**src/shared/sarc_pkg.sv**
```systemverilog
// Purpose: Shared constants and types for the SAR converter control block
// Assumes: APB byte addresses, 8-bit registers in the low byte of each word
// Notes:   Result bytes carry no reset value
package sarc_pkg;

  // ==========================================================
  // Register map
  localparam int          APB_AW   = 8;
  localparam logic [7:0]  OFS_CTRL = 8'h00;
  localparam logic [7:0]  OFS_REF  = 8'h04;
  localparam logic [7:0]  OFS_FMT  = 8'h08;
  localparam logic [7:0]  OFS_RESH = 8'h0C;
  localparam logic [7:0]  OFS_RESL = 8'h10;
  localparam logic [7:0]  OFS_STAT = 8'h14;

  // ==========================================================
  // Field positions
  localparam int CTRL_EN_BIT  = 0;
  localparam int CTRL_GO_BIT  = 1;
  localparam int CTRL_CHS_LSB = 2;
  localparam int REF_PCFG_LSB = 0;
  localparam int REF_VCFG_LSB = 4;
  localparam int FMT_CS_LSB   = 0;
  localparam int FMT_JUST_BIT = 7;
  localparam int STAT_DONE_BIT = 0;

  // ==========================================================
  // Reset values
  localparam logic [7:0] CTRL_RST = 8'h00;
  localparam logic [7:0] REF_RST  = 8'h00;
  localparam logic [7:0] FMT_RST  = 8'h00;

  // ==========================================================
  // Conversion clock codes and divider terminal counts
  localparam logic [2:0] CS_DIV2  = 3'h0;
  localparam logic [2:0] CS_DIV8  = 3'h1;
  localparam logic [2:0] CS_DIV32 = 3'h2;
  localparam logic [2:0] CS_DIV4  = 3'h4;
  localparam logic [2:0] CS_DIV16 = 3'h5;
  localparam logic [2:0] CS_DIV64 = 3'h6;
  localparam logic [1:0] CS_RC_LOW = 2'h3;
  localparam logic [5:0] LAST_DIV2  = 6'h01;
  localparam logic [5:0] LAST_DIV4  = 6'h03;
  localparam logic [5:0] LAST_DIV8  = 6'h07;
  localparam logic [5:0] LAST_DIV16 = 6'h0F;
  localparam logic [5:0] LAST_DIV32 = 6'h1F;
  localparam logic [5:0] LAST_DIV64 = 6'h3F;

  // ==========================================================
  // Timing in bit periods
  localparam int         RES_BITS      = 10;
  localparam logic [3:0] CONV_LAST_TAD = 4'hB;
  localparam logic [3:0] BIT_FIRST_TAD = 4'h1;
  localparam logic [3:0] BIT_LAST_TAD  = 4'hA;
  localparam logic [1:0] WAIT_LAST_TAD = 2'h1;
  localparam logic [9:0] MASK_MSB      = 10'h200;

  // ==========================================================
  // Types
  typedef enum logic [2:0] {
    ST_IDLE = 3'b001,
    ST_CONV = 3'b010,
    ST_WAIT = 3'b100
  } sarc_state_t;

  typedef struct packed {
    logic [3:0]  chan;
    logic        chanValid;
    logic [1:0]  refSel;
    logic [15:0] pinAnalog;
    logic        sampleEn;
    logic [9:0]  dacCode;
  } sarc_afe_t;

  typedef struct packed {
    logic [3:0] chan;
    logic       go;
    logic       en;
  } sarc_ctrl_t;

endpackage

```
**src/rtl/sarc_tad_gen.sv**
```systemverilog
// Purpose: Bit period enable generator for the SAR converter
// Assumes: Internal RC clock arrives as a one-cycle tick on clk
// Notes:   Oscillator divide stops in sleep, RC ticks continue
`timescale 1ns/1ns
module sarc_tad_gen (
  // Clock and reset
  input  wire logic       clk,
  input  wire logic       reset,
  // Control
  input  wire logic       run,
  input  wire logic [2:0] clkSel,
  input  wire logic       sleepMode,
  input  wire logic       rcTick,
  // Bit period enable
  output logic            tadTick
);

  // ==========================================================
  // Divider
  function automatic logic [5:0] lastCount(input logic [2:0] sel);
    case (sel)
      sarc_pkg::CS_DIV2:  lastCount = sarc_pkg::LAST_DIV2;
      sarc_pkg::CS_DIV4:  lastCount = sarc_pkg::LAST_DIV4;
      sarc_pkg::CS_DIV8:  lastCount = sarc_pkg::LAST_DIV8;
      sarc_pkg::CS_DIV16: lastCount = sarc_pkg::LAST_DIV16;
      sarc_pkg::CS_DIV32: lastCount = sarc_pkg::LAST_DIV32;
      sarc_pkg::CS_DIV64: lastCount = sarc_pkg::LAST_DIV64;
      default:            lastCount = sarc_pkg::LAST_DIV2;
    endcase
  endfunction

  logic [5:0] cnt_reg;
  logic [5:0] cnt_next;
  logic       useRc;
  logic       wrap;

  always_comb begin
    useRc = (clkSel[1:0] == sarc_pkg::CS_RC_LOW);
    wrap  = (cnt_reg == lastCount(clkSel));
    if (!run || useRc || sleepMode) begin
      cnt_next = 6'h00;
    end else if (wrap) begin
      cnt_next = 6'h00;
    end else begin
      cnt_next = cnt_reg + 6'h01;
    end
    tadTick = run && (useRc ? rcTick : (!sleepMode && wrap));
  end

  always_ff @(posedge clk) begin
    if (reset) begin
      cnt_reg <= 6'h00;
    end else begin
      cnt_reg <= cnt_next;
    end
  end

endmodule

```
**src/rtl/sarc_core.sv**
```systemverilog
// Purpose: Control of a 10-bit successive approximation converter
// Assumes: APB slave with no wait states, comparator answers within a bit period
// Notes:   Functional notes below
// Functional notes
// - Twelve or sixteen channels, 10-bit results
// - Four-bit channel select, upper four optional
// - Go flag starts conversion, clears when done
// - Enable bit switches converter on
// - Two-bit reference source selection
// - Port code sets analog pin range
// - Justify bit selects result alignment
// - Clock select divides oscillator or picks RC
// - Conversions continue in sleep on RC
// - Successive approximation, one bit per period
// - Reset clears registers except result pair, aborts conversion
// - Completion loads result, clears go, sets done
// - Result pair untouched by reset
// - Two bit periods before next acquisition
// - Unimplemented bits read zero
// - Conversion lasts twelve bit periods
// - Clearing go aborts, result kept
// - After abort wait, acquisition restarts
// - Compare trigger starts only when enabled
//
// Added by the designer: the address map and the APB register port.
`timescale 1ns/1ns
module sarc_core #(
  parameter bit LARGE_VARIANT = 1'b1
) (
  // Clock and reset
  input  wire logic               clk,
  input  wire logic               reset,
  // APB slave
  input  wire logic               psel,
  input  wire logic               penable,
  input  wire logic               pwrite,
  input  wire logic [7:0]         paddr,
  input  wire logic [31:0]        pwdata,
  output logic [31:0]             prdata,
  output logic                    pready,
  output logic                    pslverr,
  // Device side events
  input  wire logic               sleepMode,
  input  wire logic               rcTick,
  input  wire logic               cmpTrigger,
  // Analog front end
  input  wire logic               compAbove,
  output sarc_pkg::sarc_afe_t     afe
);

  // ==========================================================
  // Helpers
  function automatic logic [15:0] pinMask(input logic [3:0] code);
    logic [15:0] m;
    m = 16'h0000;
    if (code == 4'h0) begin
      m = 16'hFFFF;
    end else if (code != 4'hF) begin
      m = (16'h0001 << (5'h0F - {1'b0, code})) - 16'h0001;
    end
    if (!LARGE_VARIANT) begin
      m[15:12] = 4'h0;
    end
    pinMask = m;
  endfunction

  function automatic logic [15:0] justify(input logic right, input logic [9:0] r);
    if (right) begin
      justify = {6'h00, r};
    end else begin
      justify = {r, 6'h00};
    end
  endfunction

  function automatic logic hit(input logic [7:0] a);
    hit = (a == sarc_pkg::OFS_CTRL) || (a == sarc_pkg::OFS_REF) || (a == sarc_pkg::OFS_FMT) ||
          (a == sarc_pkg::OFS_RESH) || (a == sarc_pkg::OFS_RESL) || (a == sarc_pkg::OFS_STAT);
  endfunction

  // ==========================================================
  // State
  sarc_pkg::sarc_ctrl_t  ctrl_reg,  ctrl_next;
  logic [7:0]            ref_reg,   ref_next;
  logic [7:0]            fmt_reg,   fmt_next;
  logic [7:0]            resH_reg,  resH_next;
  logic [7:0]            resL_reg,  resL_next;
  logic                  done_reg,  done_next;
  sarc_pkg::sarc_state_t state_reg, state_next;
  logic [3:0]            tadCnt_reg, tadCnt_next;
  logic [1:0]            waitCnt_reg, waitCnt_next;
  logic [9:0]            sar_reg,   sar_next;
  logic [9:0]            mask_reg,  mask_next;
  sarc_pkg::sarc_afe_t   afe_reg,   afe_next;
  logic [31:0]           rd_reg,    rd_next;
  logic                  wrEn;
  logic                  ctrlWr;
  logic                  swAbort;
  logic                  complete;
  logic                  goSet;
  logic                  goClr;
  logic                  tadTick;
  logic [15:0]           resWord;

  // ==========================================================
  // Bit period generator
  sarc_tad_gen sarc_tad_gen_i (
    .clk       (clk),
    .reset     (reset),
    .run       (state_reg != sarc_pkg::ST_IDLE),
    .clkSel    (fmt_reg[sarc_pkg::FMT_CS_LSB +: 3]),
    .sleepMode (sleepMode),
    .rcTick    (rcTick),
    .tadTick   (tadTick)
  );

  // ==========================================================
  // APB access
  always_comb begin
    pready  = 1'b1;
    pslverr = psel && penable && !hit(paddr);
    prdata  = rd_reg;
    wrEn    = psel && penable && pwrite && hit(paddr);
    ctrlWr  = wrEn && (paddr == sarc_pkg::OFS_CTRL);
    rd_next = rd_reg;
    if (psel && !penable && !pwrite) begin
      case (paddr)
        sarc_pkg::OFS_CTRL: rd_next = {26'h000_0000, ctrl_reg};
        sarc_pkg::OFS_REF:  rd_next = {26'h000_0000, ref_reg[5:0]};
        sarc_pkg::OFS_FMT:  rd_next = {24'h00_0000, fmt_reg[7], 4'h0, fmt_reg[2:0]};
        sarc_pkg::OFS_RESH: rd_next = {24'h00_0000, resH_reg};
        sarc_pkg::OFS_RESL: rd_next = {24'h00_0000, resL_reg};
        sarc_pkg::OFS_STAT: rd_next = {29'h0000_0000, state_reg == sarc_pkg::ST_WAIT,
                                       state_reg == sarc_pkg::ST_CONV, done_reg};
        default:            rd_next = 32'h0000_0000;
      endcase
    end
  end

  // ==========================================================
  // Sequencer
  always_comb begin
    swAbort  = (state_reg == sarc_pkg::ST_CONV) && ctrlWr &&
               (!pwdata[sarc_pkg::CTRL_GO_BIT] || !pwdata[sarc_pkg::CTRL_EN_BIT]);
    complete = (state_reg == sarc_pkg::ST_CONV) && !swAbort && tadTick &&
               (tadCnt_reg == sarc_pkg::CONV_LAST_TAD);
    state_next   = state_reg;
    tadCnt_next  = tadCnt_reg;
    waitCnt_next = waitCnt_reg;
    sar_next     = sar_reg;
    mask_next    = mask_reg;
    case (state_reg)
      sarc_pkg::ST_IDLE: begin
        if (ctrl_reg.go && ctrl_reg.en) begin
          state_next  = sarc_pkg::ST_CONV;
          tadCnt_next = 4'h0;
          sar_next    = 10'h000;
          mask_next   = sarc_pkg::MASK_MSB;
        end
      end
      sarc_pkg::ST_CONV: begin
        if (swAbort || complete) begin
          state_next   = sarc_pkg::ST_WAIT;
          waitCnt_next = 2'h0;
        end else if (tadTick) begin
          tadCnt_next = tadCnt_reg + 4'h1;
          if (tadCnt_reg >= sarc_pkg::BIT_FIRST_TAD && tadCnt_reg <= sarc_pkg::BIT_LAST_TAD) begin
            sar_next  = compAbove ? (sar_reg | mask_reg) : sar_reg;
            mask_next = mask_reg >> 1;
          end
        end
      end
      sarc_pkg::ST_WAIT: begin
        if (tadTick) begin
          if (waitCnt_reg == sarc_pkg::WAIT_LAST_TAD) begin
            state_next = sarc_pkg::ST_IDLE;
          end else begin
            waitCnt_next = waitCnt_reg + 2'h1;
          end
        end
      end
      default: begin
        state_next = sarc_pkg::ST_IDLE;
      end
    endcase
  end

  // ==========================================================
  // Registers and flags
  always_comb begin
    ctrl_next = ctrl_reg;
    ref_next  = ref_reg;
    fmt_next  = fmt_reg;
    resH_next = resH_reg;
    resL_next = resL_reg;
    resWord   = justify(fmt_reg[sarc_pkg::FMT_JUST_BIT], sar_reg);
    if (ctrlWr) begin
      ctrl_next.en   = pwdata[sarc_pkg::CTRL_EN_BIT];
      ctrl_next.chan = pwdata[sarc_pkg::CTRL_CHS_LSB +: 4];
    end
    goSet = (ctrlWr && pwdata[sarc_pkg::CTRL_GO_BIT] && ctrl_reg.en) ||
            (cmpTrigger && ctrl_reg.en);
    goClr = complete || (ctrlWr && !pwdata[sarc_pkg::CTRL_GO_BIT]);
    ctrl_next.go = (goSet || (ctrl_reg.go && !goClr)) && ctrl_next.en;
    if (wrEn && paddr == sarc_pkg::OFS_REF) begin
      ref_next = {2'h0, pwdata[5:0]};
    end
    if (wrEn && paddr == sarc_pkg::OFS_FMT) begin
      fmt_next = {pwdata[7], 4'h0, pwdata[2:0]};
    end
    if (complete) begin
      resH_next = resWord[15:8];
      resL_next = resWord[7:0];
    end else begin
      if (wrEn && paddr == sarc_pkg::OFS_RESH) begin
        resH_next = pwdata[7:0];
      end
      if (wrEn && paddr == sarc_pkg::OFS_RESL) begin
        resL_next = pwdata[7:0];
      end
    end
    done_next = complete ||
                (done_reg && !(wrEn && paddr == sarc_pkg::OFS_STAT && pwdata[sarc_pkg::STAT_DONE_BIT]));
    afe_next.chan      = ctrl_next.chan;
    afe_next.chanValid = LARGE_VARIANT || !ctrl_next.chan[3] || !ctrl_next.chan[2];
    afe_next.refSel    = ref_next[sarc_pkg::REF_VCFG_LSB +: 2];
    afe_next.pinAnalog = pinMask(ref_next[sarc_pkg::REF_PCFG_LSB +: 4]);
    afe_next.sampleEn  = (state_next == sarc_pkg::ST_IDLE) && ctrl_next.en;
    afe_next.dacCode   = (state_next == sarc_pkg::ST_CONV) ? (sar_next | mask_next) : 10'h000;
    afe = afe_reg;
  end

  always_ff @(posedge clk) begin
    if (reset) begin
      ctrl_reg    <= sarc_pkg::sarc_ctrl_t'(sarc_pkg::CTRL_RST[5:0]);
      ref_reg     <= sarc_pkg::REF_RST;
      fmt_reg     <= sarc_pkg::FMT_RST;
      done_reg    <= 1'b0;
      state_reg   <= sarc_pkg::ST_IDLE;
      tadCnt_reg  <= 4'h0;
      waitCnt_reg <= 2'h0;
      sar_reg     <= 10'h000;
      mask_reg    <= 10'h000;
      afe_reg     <= '{chan: sarc_pkg::CTRL_RST[5:2], chanValid: 1'b1, refSel: sarc_pkg::REF_RST[5:4],
                       pinAnalog: pinMask(sarc_pkg::REF_RST[3:0]), sampleEn: 1'b0, dacCode: 10'h000};
      rd_reg      <= 32'h0000_0000;
    end else begin
      ctrl_reg    <= ctrl_next;
      ref_reg     <= ref_next;
      fmt_reg     <= fmt_next;
      done_reg    <= done_next;
      state_reg   <= state_next;
      tadCnt_reg  <= tadCnt_next;
      waitCnt_reg <= waitCnt_next;
      sar_reg     <= sar_next;
      mask_reg    <= mask_next;
      afe_reg     <= afe_next;
      rd_reg      <= rd_next;
    end
  end

  // Result pair has no reset
  always_ff @(posedge clk) begin
    resH_reg <= resH_next;
    resL_reg <= resL_next;
  end

  logic [3:0] ticks_reg;
  always_ff @(posedge clk) begin
    if (reset || state_reg != sarc_pkg::ST_CONV) begin
      ticks_reg <= 4'h0;
    end else if (tadTick) begin
      ticks_reg <= ticks_reg + 4'h1;
    end
  end
endmodule

```
**config.mk**
```make
export PLATFORM = sky130hd
export DESIGN_NAME = sarc_core
export DESIGN_NICKNAME = d
export VERILOG_FILES = /design/src/shared/sarc_pkg.sv /design/src/rtl/sarc_tad_gen.sv /design/src/rtl/sarc_core.sv
export SDC_FILE = /design/constraint.sdc
export NUM_CORES = 1
export LEC_CHECK = 0
export BUFFER_PORTS_ARGS = -buffer_cell sky130_fd_sc_hd__buf_4
export CAP_MARGIN = 20
export CORE_ASPECT_RATIO = 0.9
export CORE_UTILIZATION = 54
export DETAILED_ROUTE_END_ITERATION = 10
export PLACE_DENSITY = 0.9
export SETUP_SLACK_MARGIN = 0.2
export SLEW_MARGIN = 20
export SYNTH_ARGS = -nofsm -noshare
export SYNTH_HDL_FRONTEND = slang
export SYNTH_SLANG_ARGS = --single-unit
```
**constraint.sdc**
```tcl
create_clock -name clk -period 4.5 [get_ports clk]
set_clock_uncertainty 0.2 [all_clocks]
set_input_delay 0.45 -clock clk [delete_from_list [all_inputs] [get_ports clk]]
set_output_delay 0.45 -clock clk [all_outputs]
set_load 0.1 [all_outputs]
```
==> reports/results.txt <==
status: completed
initial drt markers: 328
post-synth top area cell: dfxtp_1
Hold Fails Final Rpt: 0
Post-Layout Cell Count: 721
setup bufs post-CTS: 0
Max-slew headroom: 47.6%
largest family of logic cells by synthesized area: compound AO/OA/AOI/OAI gates
H-tree levels: 3
crit path max fanout: 10
Final Cycle Share: 80.9%
CP Launch Type: flop
io pins: 117
Routed Antenna Nets: 0
mean post-synth cell area: 9.46 um2
Area Overhead vs Synth: 11.1%
Resize count post-CTS: 0
vias in the first global route: 3839
Compound-Gate Fraction of Synth Area: 18.5%
Num CTS Buffers: 9
Via-to-Cell Ratio: 5.75
top_reg_cell synth: dfxtp_1
Sink Count: 103
Worst Path Arrival: 3.46 ns
Synth Instances: 551
WP data required: 4.32 ns
global placer's final weighted congestion: 0.884
Cells after DPL: 705
Max-Cap Viols: 0
clock period minus worst slack: 3.64 ns
largest net degree at the start of global routing: 64
number of remaining DRC errors: 0
Worst Tran Pin Value: 0.784 ns
flops & latches, synth: 103
total wire length: 11500 um
# rows: 33
RSZ-0062 raised after global routing: false
GRT Util Overall: 23.5%
FILL cells: 756
Synth top area share: 33.4%
Setup TNS: 0 ns
mapped cell area: 5210 um2
maximum VDD drop: 0.166 mV
DR WL/cell: 15.9 um
post-detail-place hpwl: 8190 um
die area: 10100 um2
pwr dens: 290 nW/um2
CTS Hold Buffers Added: 0
Area contributors post-synth: dfxtp_1 (33%), edfxtp_1 (9.2%), mux2i_1 (5.8%), buf_4 (5.2%), nor2_1 (5.1%)
IO buf count: 66
clock slew at the register clock pins of the worst setup and hold paths: 0.11 ns
library cells used by synthesis: 68
clk_lat worst skew: 0.39 ns
Root Buffer: clkbuf_8
mux contribution to synthesized area: 7.92%
f_max: 0.275 GHz
Seq/Total Area, Yosys: 42.6%
n_diodes: 0
CTS Buffer Depth: 2
Synth async-reset ratio: 0%
CORE AREA: 9250 um2
post-synthesis xor/xnor area fraction: 1.34%
GRT overflow: 0
Initial Util: 56.4%
Largest register FFs: 31
fin nets: 655
Yosys warning total: 0
final setup vio count: 0
Setup Crit Path Kind: reg2reg
Detailed Routing Iterations Pass 1: 5
share of layout cells above drive strength 1: 21.4%
Power Total: 1.68 mW
type of the most critical hold path: in2reg
crit end category: flop
Post-synth EDFFs: 16
initial antenna violation count: 0
Vias: 4146
simple-gate portion of the synthesized area: 17.9%
TritonCTS clock tree: built
Pins Over Slew Limit: 0
Adder-Cell Fraction of Synth Area: 2.88%
first-pass GRT wire length: 18600 um
chip width: 106 um
Leakage: 2.25 nW
Die Ht: 95.2 um
cell usage after synthesis, drive strengths merged, types with 4 or more instances:
cell	instances
a211oi	14
a21oi	20
a222oi	4
a22o	5
a22oi	5
a32oi	11
and2	15
and3	8
buf	43
clkbuf	19
dfxtp	87
edfxtp	16
ha	12
inv	17
mux2	10
mux2i	30
nand2	38
nand2b	8
nand3	14
nor2	72
nor2b	5
nor3	7
o211ai	4
o21ai	27
xnor2	6
cells by family after synthesis:
logic type,count (synthesis)
fa+ha+maj,12
xor+xnor,8
buf+inv,79
flops,103
simple gates,188
other cells,2
mux,40
compound gates,119
power by group:
part	total, mW	switching, mW	internal [mW]
registers	0.933	0.0000173	0.933
clock network	0.581	0.361	0.220
logic	0.162	0.136	0.0263
final cells by class:
type / count / area, um2 / area share (%)
Multi-Input combinational cell: 393 / 2630 / 45.4
Sequential cell: 103 / 2220 / 38.4
Timing Repair Buffer: 70 / 526 / 9.08
Tap cell: 122 / 153 / 2.64
Clock buffer: 9 / 124 / 2.14
Clock inverter: 7 / 72.6 / 1.25
Inverter: 17 / 63.8 / 1.10
placed cells by master (no fill, tap or decap), types with 3 or more instances in the layout:
cell type and n:
nor3_1 7, a211oi_1 3, o21ai_1 8, inv_1 17, ha_1 12, a21boi_1 3
o21bai_1 3, dfxtp_1 87, and3_1 8, nand3_1 14, mux2i_1 30, buf_4 70
xnor2_1 6, clkbuf_8 9, o211ai_1 4, a22o_1 5, nand2_1 37, a32oi_1 11
and2_1 15, inv_8 3, a2bb2oi_1 3, mux2_2 10, edfxtp_1 16, a21o_1 3
a211oi_2 11, a21oi_1 19, a22oi_1 5, or3_1 3, nor2b_1 5, a222oi_1 4
nand2b_1 8, nor2_1 71, o21ai_2 9, o21ai_0 10, conb_1 26
worst max-delay path: stages, from the launching register on:
cell       delay, ns
dfxtp_1         0.41
inv_1           0.12
ha_1            0.35
nor2b_1         0.14
a221oi_1        0.44
o2111ai_4       0.29
and2_1          0.25
or3_1           0.59
o21ai_1         0.49
routing by layer:
layer	GRT usage (%)	wire (um)
met4	8.33	152
met1	30.6	4990
met5	0	0
met2	39.5	5570
met3	4.24	748
path summary, 6_finish.rpt:
path,from,to,slack [ns],cells past startpoint
setup reg to reg,fmt_reg[0],resL_reg[4],0.86,8
hold reg to reg,sarc_tad_gen_i.cnt_reg[0],sarc_tad_gen_i.cnt_reg[0],0.30,1
hold / removal,pwdata[7],fmt_reg[7],0.11,3
setup / recovery,fmt_reg[0],resL_reg[4],0.86,8
per-stage QoR:
step	util [%]	setup WS (ns)	area, um2	hold slack (ns)
floorplan	-	1.37	5300	0.244
global placement	60.5	0.964	5590	0.263
detailed placement	60.5	0.883	5590	0.278
CTS	62.6	0.850	5790	0.102
global route	62.6	0.624	5790	0.149
finish	62.6	0.861	5790	0.112
Note: power is estimated with default switching activity, not from simulation.
